$ cat src/rtl/sadc_cfg.svh
// Constants of the serial converter control block
`ifndef SADC_CFG_SVH
`define SADC_CFG_SVH

// =====================================================
// Widths and counts
`define SADC_RES_BITS 8
`define SADC_IDX_BITS 3
`define SADC_FIFO_DEPTH 4
`define SADC_SYNC_STAGES 2

// =====================================================
// Bit positions of synchronised pin inputs
`define SADC_PIN_SCLK 0
`define SADC_PIN_SEL 1
`define SADC_PIN_DIN 2
`define SADC_PIN_COUNT 3

// =====================================================
// Reset values and index load values
`define SADC_RESULT_RST 8'h00
`define SADC_IDX_MSB 3'h7
`define SADC_IDX_LSB_FIRST 3'h1
// Select pin idles high, the other pins idle low
`define SADC_PIN_RST 3'h2
// Steering of the reset configuration: differential, channel 0 positive
`define SADC_MUX_RST 3'h1

`endif

$ cat src/rtl/sadc_pkg.sv
// Types shared by the serial converter control block
package sadc_pkg;

    // =====================================================
    // Sequence states, Gray coded along the normal path
    typedef enum logic [2:0] {
        SADC_IDLE = 3'h0,
        SADC_WAIT_START = 3'h1,
        SADC_ADDR_MODE = 3'h3,
        SADC_ADDR_POL = 3'h2,
        SADC_SETTLE = 3'h6,
        SADC_CONVERT = 3'h7,
        SADC_LSB_OUT = 3'h5,
        SADC_HOLD_LOW = 3'h4
    } sadc_state_type;

    // =====================================================
    // Input configuration chosen by the address bits
    typedef struct packed {
        logic single_or_diff_sel;
        logic odd_sign;
    } sadc_cfg_type;

    // =====================================================
    // Analog multiplexer steering
    typedef struct packed {
        logic pos_is_ch1;
        logic neg_is_gnd;
        logic neg_is_ch1;
    } sadc_mux_type;

endpackage : sadc_pkg

$ cat src/rtl/sadc_core.sv
// Serial control and result sequencer of an 8-bit successive-approximation converter
`include "sadc_cfg.svh"

module sadc_core #(
    parameter int RES_BITS = `SADC_RES_BITS,
    parameter int FIFO_DEPTH = `SADC_FIFO_DEPTH
) (
    input wire logic clock_i,
    input wire logic rstn_i,
    // Serial pins, asynchronous to clock_i
    input wire logic serial_clk_i,
    input wire logic sel_n_i,
    input wire logic serial_cmd_in_i,
    output logic serial_out_o,
    output logic serial_out_oe_n_o,
    // Analog front end
    input wire logic cmp_i,
    output logic [RES_BITS-1:0] dac_code_o,
    output sadc_pkg::sadc_mux_type mux_o,
    output logic sample_o,
    output logic low_power_o,
    // Parallel result stream
    output logic result_valid_o,
    input wire logic result_ready_i,
    output logic [RES_BITS-1:0] result_o,
    output logic result_fifo_ready_o
);
    localparam int IW = `SADC_IDX_BITS;

    initial begin
        if (RES_BITS != (1 << IW)) begin
            $error("sadc_core: RES_BITS must equal 2**SADC_IDX_BITS");
        end
        if (FIFO_DEPTH < 2 || (FIFO_DEPTH & (FIFO_DEPTH - 1)) != 0) begin
            $error("sadc_core: FIFO_DEPTH must be a power of two, at least 2");
        end
    end

    // =====================================================
    // Pin synchronisers and serial clock edge detection
    logic [`SADC_PIN_COUNT-1:0] pins_async;
    logic [`SADC_PIN_COUNT-1:0] pins_sync;
    logic sclk_prev_r;

    assign pins_async[`SADC_PIN_SCLK] = serial_clk_i;
    assign pins_async[`SADC_PIN_SEL] = sel_n_i;
    assign pins_async[`SADC_PIN_DIN] = serial_cmd_in_i;

    // Select resets to its idle high level, so no frame starts out of reset
    sadc_sync #(
        .WIDTH(`SADC_PIN_COUNT)
    ) u_sync (
        .clock_i(clock_i),
        .rstn_i(rstn_i),
        .rst_val_i(`SADC_PIN_RST),
        .async_i(pins_async),
        .sync_o(pins_sync)
    );

    // Decoded pin events
    wire sclk_s = pins_sync[`SADC_PIN_SCLK];
    wire sel_n_s = pins_sync[`SADC_PIN_SEL];
    wire din_s = pins_sync[`SADC_PIN_DIN];
    wire sclk_rise = sclk_s && !sclk_prev_r;
    wire sclk_fall = !sclk_s && sclk_prev_r;

    always_ff @(posedge clock_i or negedge rstn_i) begin
        if (!rstn_i) begin
            sclk_prev_r <= 1'b0;
        end else begin
            sclk_prev_r <= sclk_s;
        end
    end

    // =====================================================
    // Sequencer state
    sadc_pkg::sadc_state_type state_r;
    sadc_pkg::sadc_state_type state_nxt;
    sadc_pkg::sadc_cfg_type cfg_r;
    sadc_pkg::sadc_cfg_type cfg_nxt;
    logic [RES_BITS-1:0] result_r;
    logic [RES_BITS-1:0] result_nxt;
    logic [IW-1:0] idx_r;
    logic [IW-1:0] idx_nxt;
    logic dout_r;
    logic dout_nxt;
    logic oe_n_r;
    logic oe_n_nxt;
    logic push_nxt;
    logic push_r;

    // One-hot weight of the bit under trial
    function automatic logic [RES_BITS-1:0] bit_weight(input logic [IW-1:0] idx);
        bit_weight = '0;
        bit_weight[idx] = 1'b1;
    endfunction : bit_weight

    // FIFO has room for the next word
    wire fifo_in_ready;

    // =====================================================
    // Named decodes used by the sequencer
    // Start bit is the first one seen on a rising clock
    wire start_seen = sclk_rise && din_s;
    // End points of the MSB-first and LSB-first phases
    wire last_decision = (idx_r == '0);
    wire last_lsb_bit = (idx_r == `SADC_IDX_MSB);
    // Neighbouring bit positions, cut back to the index width
    wire [IW-1:0] idx_down = IW'(idx_r - 1'b1);
    wire [IW-1:0] idx_up = IW'(idx_r + 1'b1);
    // Stored bit for the LSB-first phase
    wire lsb_first_bit = result_r[idx_r];

    // =====================================================
    // Next-state and output decisions
    always_comb begin
        state_nxt = state_r;
        cfg_nxt = cfg_r;
        result_nxt = result_r;
        idx_nxt = idx_r;
        dout_nxt = dout_r;
        oe_n_nxt = oe_n_r;
        push_nxt = 1'b0;
        if (sel_n_s) begin
            state_nxt = sadc_pkg::SADC_IDLE;
            oe_n_nxt = 1'b1;
            dout_nxt = 1'b0;
        end else begin
            case (state_r)
                // Select seen low: leave low power
                sadc_pkg::SADC_IDLE: begin
                    state_nxt = sadc_pkg::SADC_WAIT_START;
                    oe_n_nxt = 1'b1;
                end
                sadc_pkg::SADC_WAIT_START: begin
                    // Leading zeros are skipped
                    if (start_seen) begin
                        state_nxt = sadc_pkg::SADC_ADDR_MODE;
                    end
                end
                // Mode bit on the next rising clock
                sadc_pkg::SADC_ADDR_MODE: begin
                    if (sclk_rise) begin
                        cfg_nxt.single_or_diff_sel = din_s;
                        state_nxt = sadc_pkg::SADC_ADDR_POL;
                    end
                end
                // Polarity bit closes the address
                sadc_pkg::SADC_ADDR_POL: begin
                    if (sclk_rise) begin
                        cfg_nxt.odd_sign = din_s;
                        state_nxt = sadc_pkg::SADC_SETTLE;
                    end
                end
                sadc_pkg::SADC_SETTLE: begin
                    // Half a clock of settling, then drive a leading zero
                    if (sclk_fall) begin
                        oe_n_nxt = 1'b0;
                        dout_nxt = 1'b0;
                        result_nxt = `SADC_RESULT_RST;
                        idx_nxt = `SADC_IDX_MSB;
                        state_nxt = sadc_pkg::SADC_CONVERT;
                    end
                end
                sadc_pkg::SADC_CONVERT: begin
                    // One decision per falling edge, MSB first
                    if (sclk_fall) begin
                        result_nxt[idx_r] = cmp_i;
                        dout_nxt = cmp_i;
                        if (last_decision) begin
                            idx_nxt = `SADC_IDX_LSB_FIRST;
                            push_nxt = 1'b1;
                            state_nxt = sadc_pkg::SADC_LSB_OUT;
                        end else begin
                            idx_nxt = idx_down;
                        end
                    end
                end
                // Stored result again, LSB first, bit 0 skipped
                sadc_pkg::SADC_LSB_OUT: begin
                    if (sclk_fall) begin
                        dout_nxt = lsb_first_bit;
                        if (last_lsb_bit) begin
                            state_nxt = sadc_pkg::SADC_HOLD_LOW;
                        end else begin
                            idx_nxt = idx_up;
                        end
                    end
                end
                // Low until select returns high
                sadc_pkg::SADC_HOLD_LOW: begin
                    if (sclk_fall) begin
                        dout_nxt = 1'b0;
                    end
                end
                // Unused codes fall back to idle
                default: begin
                    state_nxt = sadc_pkg::SADC_IDLE;
                    oe_n_nxt = 1'b1;
                end
            endcase
        end
    end

    // =====================================================
    // Sequencer registers; once select is high they step to idle and then hold
    always_ff @(posedge clock_i or negedge rstn_i) begin
        if (!rstn_i) begin
            state_r <= sadc_pkg::SADC_IDLE;
            cfg_r <= '0;
            result_r <= `SADC_RESULT_RST;
            idx_r <= '0;
            dout_r <= 1'b0;
            oe_n_r <= 1'b1;
            push_r <= 1'b0;
        end else begin
            state_r <= state_nxt;
            cfg_r <= cfg_nxt;
            result_r <= result_nxt;
            idx_r <= idx_nxt;
            dout_r <= dout_nxt;
            oe_n_r <= oe_n_nxt;
            push_r <= push_nxt;
        end
    end

    // =====================================================
    // Analog steering and trial level, taken from the next state so the flops line up with it
    sadc_pkg::sadc_mux_type mux_r;
    sadc_pkg::sadc_mux_type mux_nxt;
    logic [RES_BITS-1:0] dac_code_r;
    logic [RES_BITS-1:0] dac_code_nxt;
    wire next_is_convert = (state_nxt == sadc_pkg::SADC_CONVERT);

    assign mux_nxt.pos_is_ch1 = cfg_nxt.odd_sign;
    assign mux_nxt.neg_is_gnd = cfg_nxt.single_or_diff_sel;
    assign mux_nxt.neg_is_ch1 = !cfg_nxt.single_or_diff_sel && !cfg_nxt.odd_sign;
    // Trial level adds the weight of the bit under decision
    assign dac_code_nxt = next_is_convert ? (result_nxt | bit_weight(idx_nxt)) : result_nxt;

    // Steering and trial level registers
    always_ff @(posedge clock_i or negedge rstn_i) begin
        if (!rstn_i) begin
            mux_r <= `SADC_MUX_RST;
            dac_code_r <= `SADC_RESULT_RST;
        end else begin
            mux_r <= mux_nxt;
            dac_code_r <= dac_code_nxt;
        end
    end

    // Analog and status outputs
    assign mux_o = mux_r;
    assign dac_code_o = dac_code_r;
    assign sample_o = (state_r == sadc_pkg::SADC_SETTLE);
    assign low_power_o = (state_r == sadc_pkg::SADC_IDLE);

    // Serial output pins
    assign serial_out_o = dout_r;
    assign serial_out_oe_n_o = oe_n_r;

    // =====================================================
    // Result FIFO toward the parallel consumer
    sadc_fifo #(
        .WIDTH(RES_BITS),
        .DEPTH(FIFO_DEPTH)
    ) u_fifo (
        .clock_i(clock_i),
        .rstn_i(rstn_i),
        .in_valid_i(push_r),
        .in_ready_o(fifo_in_ready),
        .in_data_i(result_r),
        .out_valid_o(result_valid_o),
        .out_ready_i(result_ready_i),
        .out_data_o(result_o)
    );

    // A full FIFO drops the word; this shows the state to the system
    assign result_fifo_ready_o = fifo_in_ready;

endmodule : sadc_core

$ cat src/rtl/sadc_fifo.sv
// Small synchronous FIFO with valid and ready on both sides
module sadc_fifo #(
    parameter int WIDTH = 8,
    parameter int DEPTH = 4
) (
    input wire logic clock_i,
    input wire logic rstn_i,
    input wire logic in_valid_i,
    output logic in_ready_o,
    input wire logic [WIDTH-1:0] in_data_i,
    output logic out_valid_o,
    input wire logic out_ready_i,
    output logic [WIDTH-1:0] out_data_o
);
    localparam int PW = (DEPTH > 1) ? $clog2(DEPTH) : 1;

    logic [WIDTH-1:0] mem_r [DEPTH];
    logic [PW-1:0] wr_ptr_r;
    logic [PW-1:0] rd_ptr_r;
    logic [PW:0] count_r;
    wire push = in_valid_i && in_ready_o;
    wire pop = out_valid_o && out_ready_i;

    initial begin
        if (DEPTH < 2 || (DEPTH & (DEPTH - 1)) != 0) begin
            $error("sadc_fifo: DEPTH must be a power of two, at least 2");
        end
    end

    // Honest full and empty from the fill count
    assign in_ready_o = (count_r != DEPTH[PW:0]);
    assign out_valid_o = (count_r != '0);
    assign out_data_o = mem_r[rd_ptr_r];

    // =====================================================
    // Storage
    always_ff @(posedge clock_i) begin
        if (push) begin
            mem_r[wr_ptr_r] <= in_data_i;
        end
    end

    // =====================================================
    // Pointers and fill count
    always_ff @(posedge clock_i or negedge rstn_i) begin
        if (!rstn_i) begin
            wr_ptr_r <= '0;
            rd_ptr_r <= '0;
            count_r <= '0;
        end else begin
            wr_ptr_r <= push ? PW'(wr_ptr_r + 1'b1) : wr_ptr_r;
            rd_ptr_r <= pop ? PW'(rd_ptr_r + 1'b1) : rd_ptr_r;
            count_r <= (PW + 1)'(count_r + {{PW{1'b0}}, push} - {{PW{1'b0}}, pop});
        end
    end

endmodule : sadc_fifo

$ cat src/rtl/sadc_sync.sv
// Two-stage synchroniser for a group of pin inputs
module sadc_sync #(
    parameter int WIDTH = 3
) (
    input wire logic clock_i,
    input wire logic rstn_i,
    input wire logic [WIDTH-1:0] rst_val_i,
    input wire logic [WIDTH-1:0] async_i,
    output logic [WIDTH-1:0] sync_o
);
    logic [WIDTH-1:0] meta_r;
    logic [WIDTH-1:0] sync_r;

    initial begin
        if (WIDTH < 1) begin
            $error("sadc_sync: WIDTH must be at least 1");
        end
    end

    // =====================================================
    // Per-bit double flop; first stage feeds only the second
    // Flops hold the difference from the idle level, so reset shows that level
    genvar g;
    generate
        for (g = 0; g < WIDTH; g++) begin : g_bit
            always_ff @(posedge clock_i or negedge rstn_i) begin
                if (!rstn_i) begin
                    meta_r[g] <= 1'b0;
                    sync_r[g] <= 1'b0;
                end else begin
                    meta_r[g] <= async_i[g] ^ rst_val_i[g];
                    sync_r[g] <= meta_r[g];
                end
            end
        end
    endgenerate

    assign sync_o = sync_r ^ rst_val_i;

endmodule : sadc_sync

$ cat config.mk
export PLATFORM = sky130hd
export DESIGN_NAME = sadc_core
export DESIGN_NICKNAME = d
export VERILOG_FILES = /design/src/rtl/sadc_pkg.sv /design/src/rtl/sadc_core.sv /design/src/rtl/sadc_fifo.sv /design/src/rtl/sadc_sync.sv
export VERILOG_INCLUDE_DIRS = /design/src /design/src/rtl
export SDC_FILE = /design/constraint.sdc
export NUM_CORES = 1
export LEC_CHECK = 0
export BUFFER_PORTS_ARGS = -buffer_cell sky130_fd_sc_hd__buf_2
export CORE_MARGIN = 4
export CORE_UTILIZATION = 53
export DETAILED_ROUTE_END_ITERATION = 8
export PLACE_DENSITY = 0.75
export SLEW_MARGIN = 20
export SYNTH_ARGS = -nofsm -noshare
export SYNTH_HDL_FRONTEND = slang
export SYNTH_SLANG_ARGS = --single-unit
$ cat constraint.sdc
create_clock -name clock_i -period 2.1 [get_ports clock_i]
set_input_delay 0.105 -clock clock_i [delete_from_list [all_inputs] [get_ports clock_i]]
set_output_delay 0.105 -clock clock_i [all_outputs]
set_load 0.01 [all_outputs]
==> flow_metrics.tcl <==
set metrics [dict create \
    nets 326 \
    vias_per_cell 5.815 \
    io_pins 32 \
    hpwl_um 4586 \
    skew_ns 0.008463 \
    cts_made_buffers 9 \
    synth_cells 249 \
    gp_congestion 0.8136 \
    first_pass_iters 4 \
    ys_seq_elements 74 \
    drive_gt1_frac 0.3662 \
    synthTopCellsByCount "dfrtp_1 (40), edfxtp_1 (32), o21ai_0 (17)" \
    synth_fa_ha_area_frac 0.03891 \
    yosysSeqAreaShare 0.5910 \
    slowest_stage "dfrtp_1" \
    initial_core_util 0.5591 \
    use_met3 0.05644 \
    fin_hold_ws_ns 0.09911 \
    die_x_um 88.19 \
    synth_edf_count 32 \
    status "completed" \
    antenna_found_initial 0 \
    grt_pass1_wl_um 11210 \
    io_buffers 31 \
    slew_viol_final 0 \
    clk-insertion-delay-late_ns 0.35 \
    hold_path.class "in2reg" \
    fin_crit_sh 0.9740 \
    ir_drop_v 0.0006462 \
    wl_um 6606 \
    antenna_cells 0 \
    yosys.area_share.simple 0.09838 \
    met1_usage 0.2567 \
    cts-root-buf "clkbuf_8" \
    p_leak_nw 1.645 \
    row_count 28 \
    critical-path-max-stage-delay_ns 0.38 \
    max-cap-violations 0 \
    htreeDepth 3 \
    clk_path_buf_depth 2 \
    fp.dieArea_sq_mm 0.007777 \
    syn_area_sq_mm 0.003408 \
    setup_violations 0 \
    synth_top_family_by_area "compound AO/OA/AOI/OAI gates" \
    yosysUniqueCellTypes 64 \
    synth_top_area_cell "dfrtp_1" \
    synthFlopType "dfrtp_1" \
    async_reset_ff_frac 0.5676 \
    grt_pass1_vias 2253 \
    wl_per_cell_um 16.98 \
    cts_tree "built" \
    cp_data_required_time_ns 2.34 \
    max_freq_ghz 0.4889 \
    cp-start-kind "flip-flop" \
    synth_compound_area_frac 0.1322 \
    synth.most_common_cell "dfrtp_1" \
    period_needed_ns 2.045 \
    synth_warnings 0 \
    slew_headroom 0.3961 \
    synth_top_area_frac 0.2937 \
    worstPathArrival_ns 2.29 \
    synth.net_count 266 \
    grt_use_total 0.1912 \
    syn-mean-instance-area_sq_um 13.69 \
    vias 2262 \
    path_class "reg2reg" \
    finalHoldViolCount 0 \
    antenna_left 0 \
    fill_cells 441 \
    clk_pin_slew_ns 0.08 \
    fin_util 0.6724 \
    tightest_slew_ns 0.9059 \
    rsz0062_at_grt "yes" \
    cp_common_cell "ha_4" \
    grt_overflow_total 0 \
    grt_max_degree 43 \
    end_kind "flip-flop" \
    synth_area_leaders "dfrtp_1 (29%), edfxtp_1 (28%), mux4_2 (5.3%)" \
    worst-path-max-fanout 3 \
    synthMuxAreaShare 0.08113 \
    drc 0 \
    grt.met2_usage 0.3039 \
    top_usage_layer "met2" \
    drt_iter0_markers 142 \
    crit_chain "or3_4 -> and2_4 -> ha_4 -> inv_4 -> ha_4 -> inv_2 -> fa_2 -> xnor2_2 -> xnor2_1" \
    clock-sinks 74 \
    syn_to_final_growth_pct 20.26 \
    synth_xor_area_frac 0.01285 \
    powerDensity_mw_per_mm2 857.1 \
    die_h_um 88.19 \
    coreArea_sq_mm 0.006096 \
]
-- power by group --
group          total (mW)  internal [mW]  switching [mW]
combinational       0.610          0.352           0.258
sequential           1.70           1.58           0.119
clock                1.21          0.666           0.541
-- worst paths after layout --
path | startpoint | to | slack [ns] | depth (start not counted)
max in group asynchronous | rstn_i | state_r[2] | 1.06 | 2
min reg2reg | u_sync.meta_r[0] | u_sync.sync_r[0] | 0.35 | 0
max reg2reg | u_fifo.count_r[1] | u_fifo.count_r[2] | 0.05 | 9
max | u_fifo.count_r[1] | u_fifo.count_r[2] | 0.05 | 9
min in group asynchronous | rstn_i | mux_o[1] | 0.43 | 2
min | result_ready_i | u_fifo.rd_ptr_r[0] | 0.1 | 3
-- registers in the layout, summed over array words and instances, names as in the netlist --
| name | cells |
|---|---|
| serial_out_oe_n_o | 1 |
| u_fifo.rd_ptr_r | 2 |
| state_r | 3 |
| u_fifo.mem_r | 32 |
| sclk_prev_r | 1 |
| u_sync.sync_r | 3 |
| idx_r | 3 |
| u_fifo.wr_ptr_r | 2 |
| result_r | 8 |
| dac_code_o | 8 |
| mux_o | 3 |
| u_sync.meta_r | 3 |
| serial_out_o | 1 |
| u_fifo.count_r | 3 |
| push_r | 1 |
-- placed cells by master (no fill, tap or decap), types with 5 or more instances in the layout --
cell      netlist  routed
dfrtp_1        40      37
edfxtp_1       32      32
buf_2           3      31
buf_4           3      24
o21ai_0        17      17
inv_1          16      14
nand2_1        11      11
a21oi_1        10       9
clkbuf_8        1       9
mux4_2          8       8
nand3_1         7       7
ha_1            9       7
nor2_1          6       6
nor2b_1         5       5
-- metrics by stage --
| stage | setup WS (ns) | setup TNS (ns) | cells | instance area (sq um) | power (mW) |
|---|---|---|---|---|---|
| 2_1_floorplan | -0.04700 | -0.04700 | 249 | 3451 | 2.112 |
| 6_report | 0.05469 | 0 | 389 | 4099 | 3.513 |
| 4_1_cts | 0.03589 | 0 | 386 | 4033 | 3.525 |
| 3_5_place_dp | -0.0001628 | -0.0001628 | 366 | 3776 | 2.318 |
| 3_3_place_gp | 0.02610 | 0 | 366 | 3776 | 2.302 |
| 5_1_grt | -0.04491 | -0.05000 | 389 | 4099 | 3.690 |
-- what timing repair did --
item / in CTS / in global routing
pin swaps: 1 / 5
hold buffers: 4 / 0
endpoints found under the hold margin: 43 / 0
buffers inserted: 0 / 2
resized for setup: 0 / 11
gates cloned: 0 / 1
endpoints found under the setup margin: 1 / 8
-- logic make-up (layout without fill, tap and decap cells) --
| family | Yosys count | in the layout |
|---|---|---|
| DFF | 74 | 74 |
| AOI/OAI and AO/OA | 60 | 61 |
| and+or+nand+nor | 58 | 58 |
| buffers and inverters | 28 | 92 |
| muxes | 14 | 14 |
| adders and majority gates | 10 | 10 |
| xor gates and xnor gates | 5 | 5 |
-- routing by layer --
metal  share of wire  wire (um)  vias to the layer above
met4           0.015         99                        0
met5               0          0                        -
met3           0.050        329                        7
met1            0.45       2984                     1133
li1                -          -                     1061
met2            0.48       3194                       61
-- worst max-delay path: cells and delay by family (launching register included) --
kind	cells	cell delay, ns
buffers and inverters	2	0.08
flip-flops	1	0.38
XOR/XNOR	2	0.27
AND/OR/NAND/NOR	2	0.54
adder cells (fa/ha/maj)	3	0.67
-- layout make-up --
class / instances / area [sq um] / area share
clock buffers: 9 / 123.9 / 0.03022
clock inverters: 7 / 92.59 / 0.02259
inverters: 17 / 68.82 / 0.01679
multi-input cells: 148 / 1326 / 0.3236
flip-flops and latches: 74 / 2018 / 0.4924
well taps: 75 / 93.84 / 0.02289
repair buffers: 59 / 375.4 / 0.09158
Power figures use the tool's default switching activity.
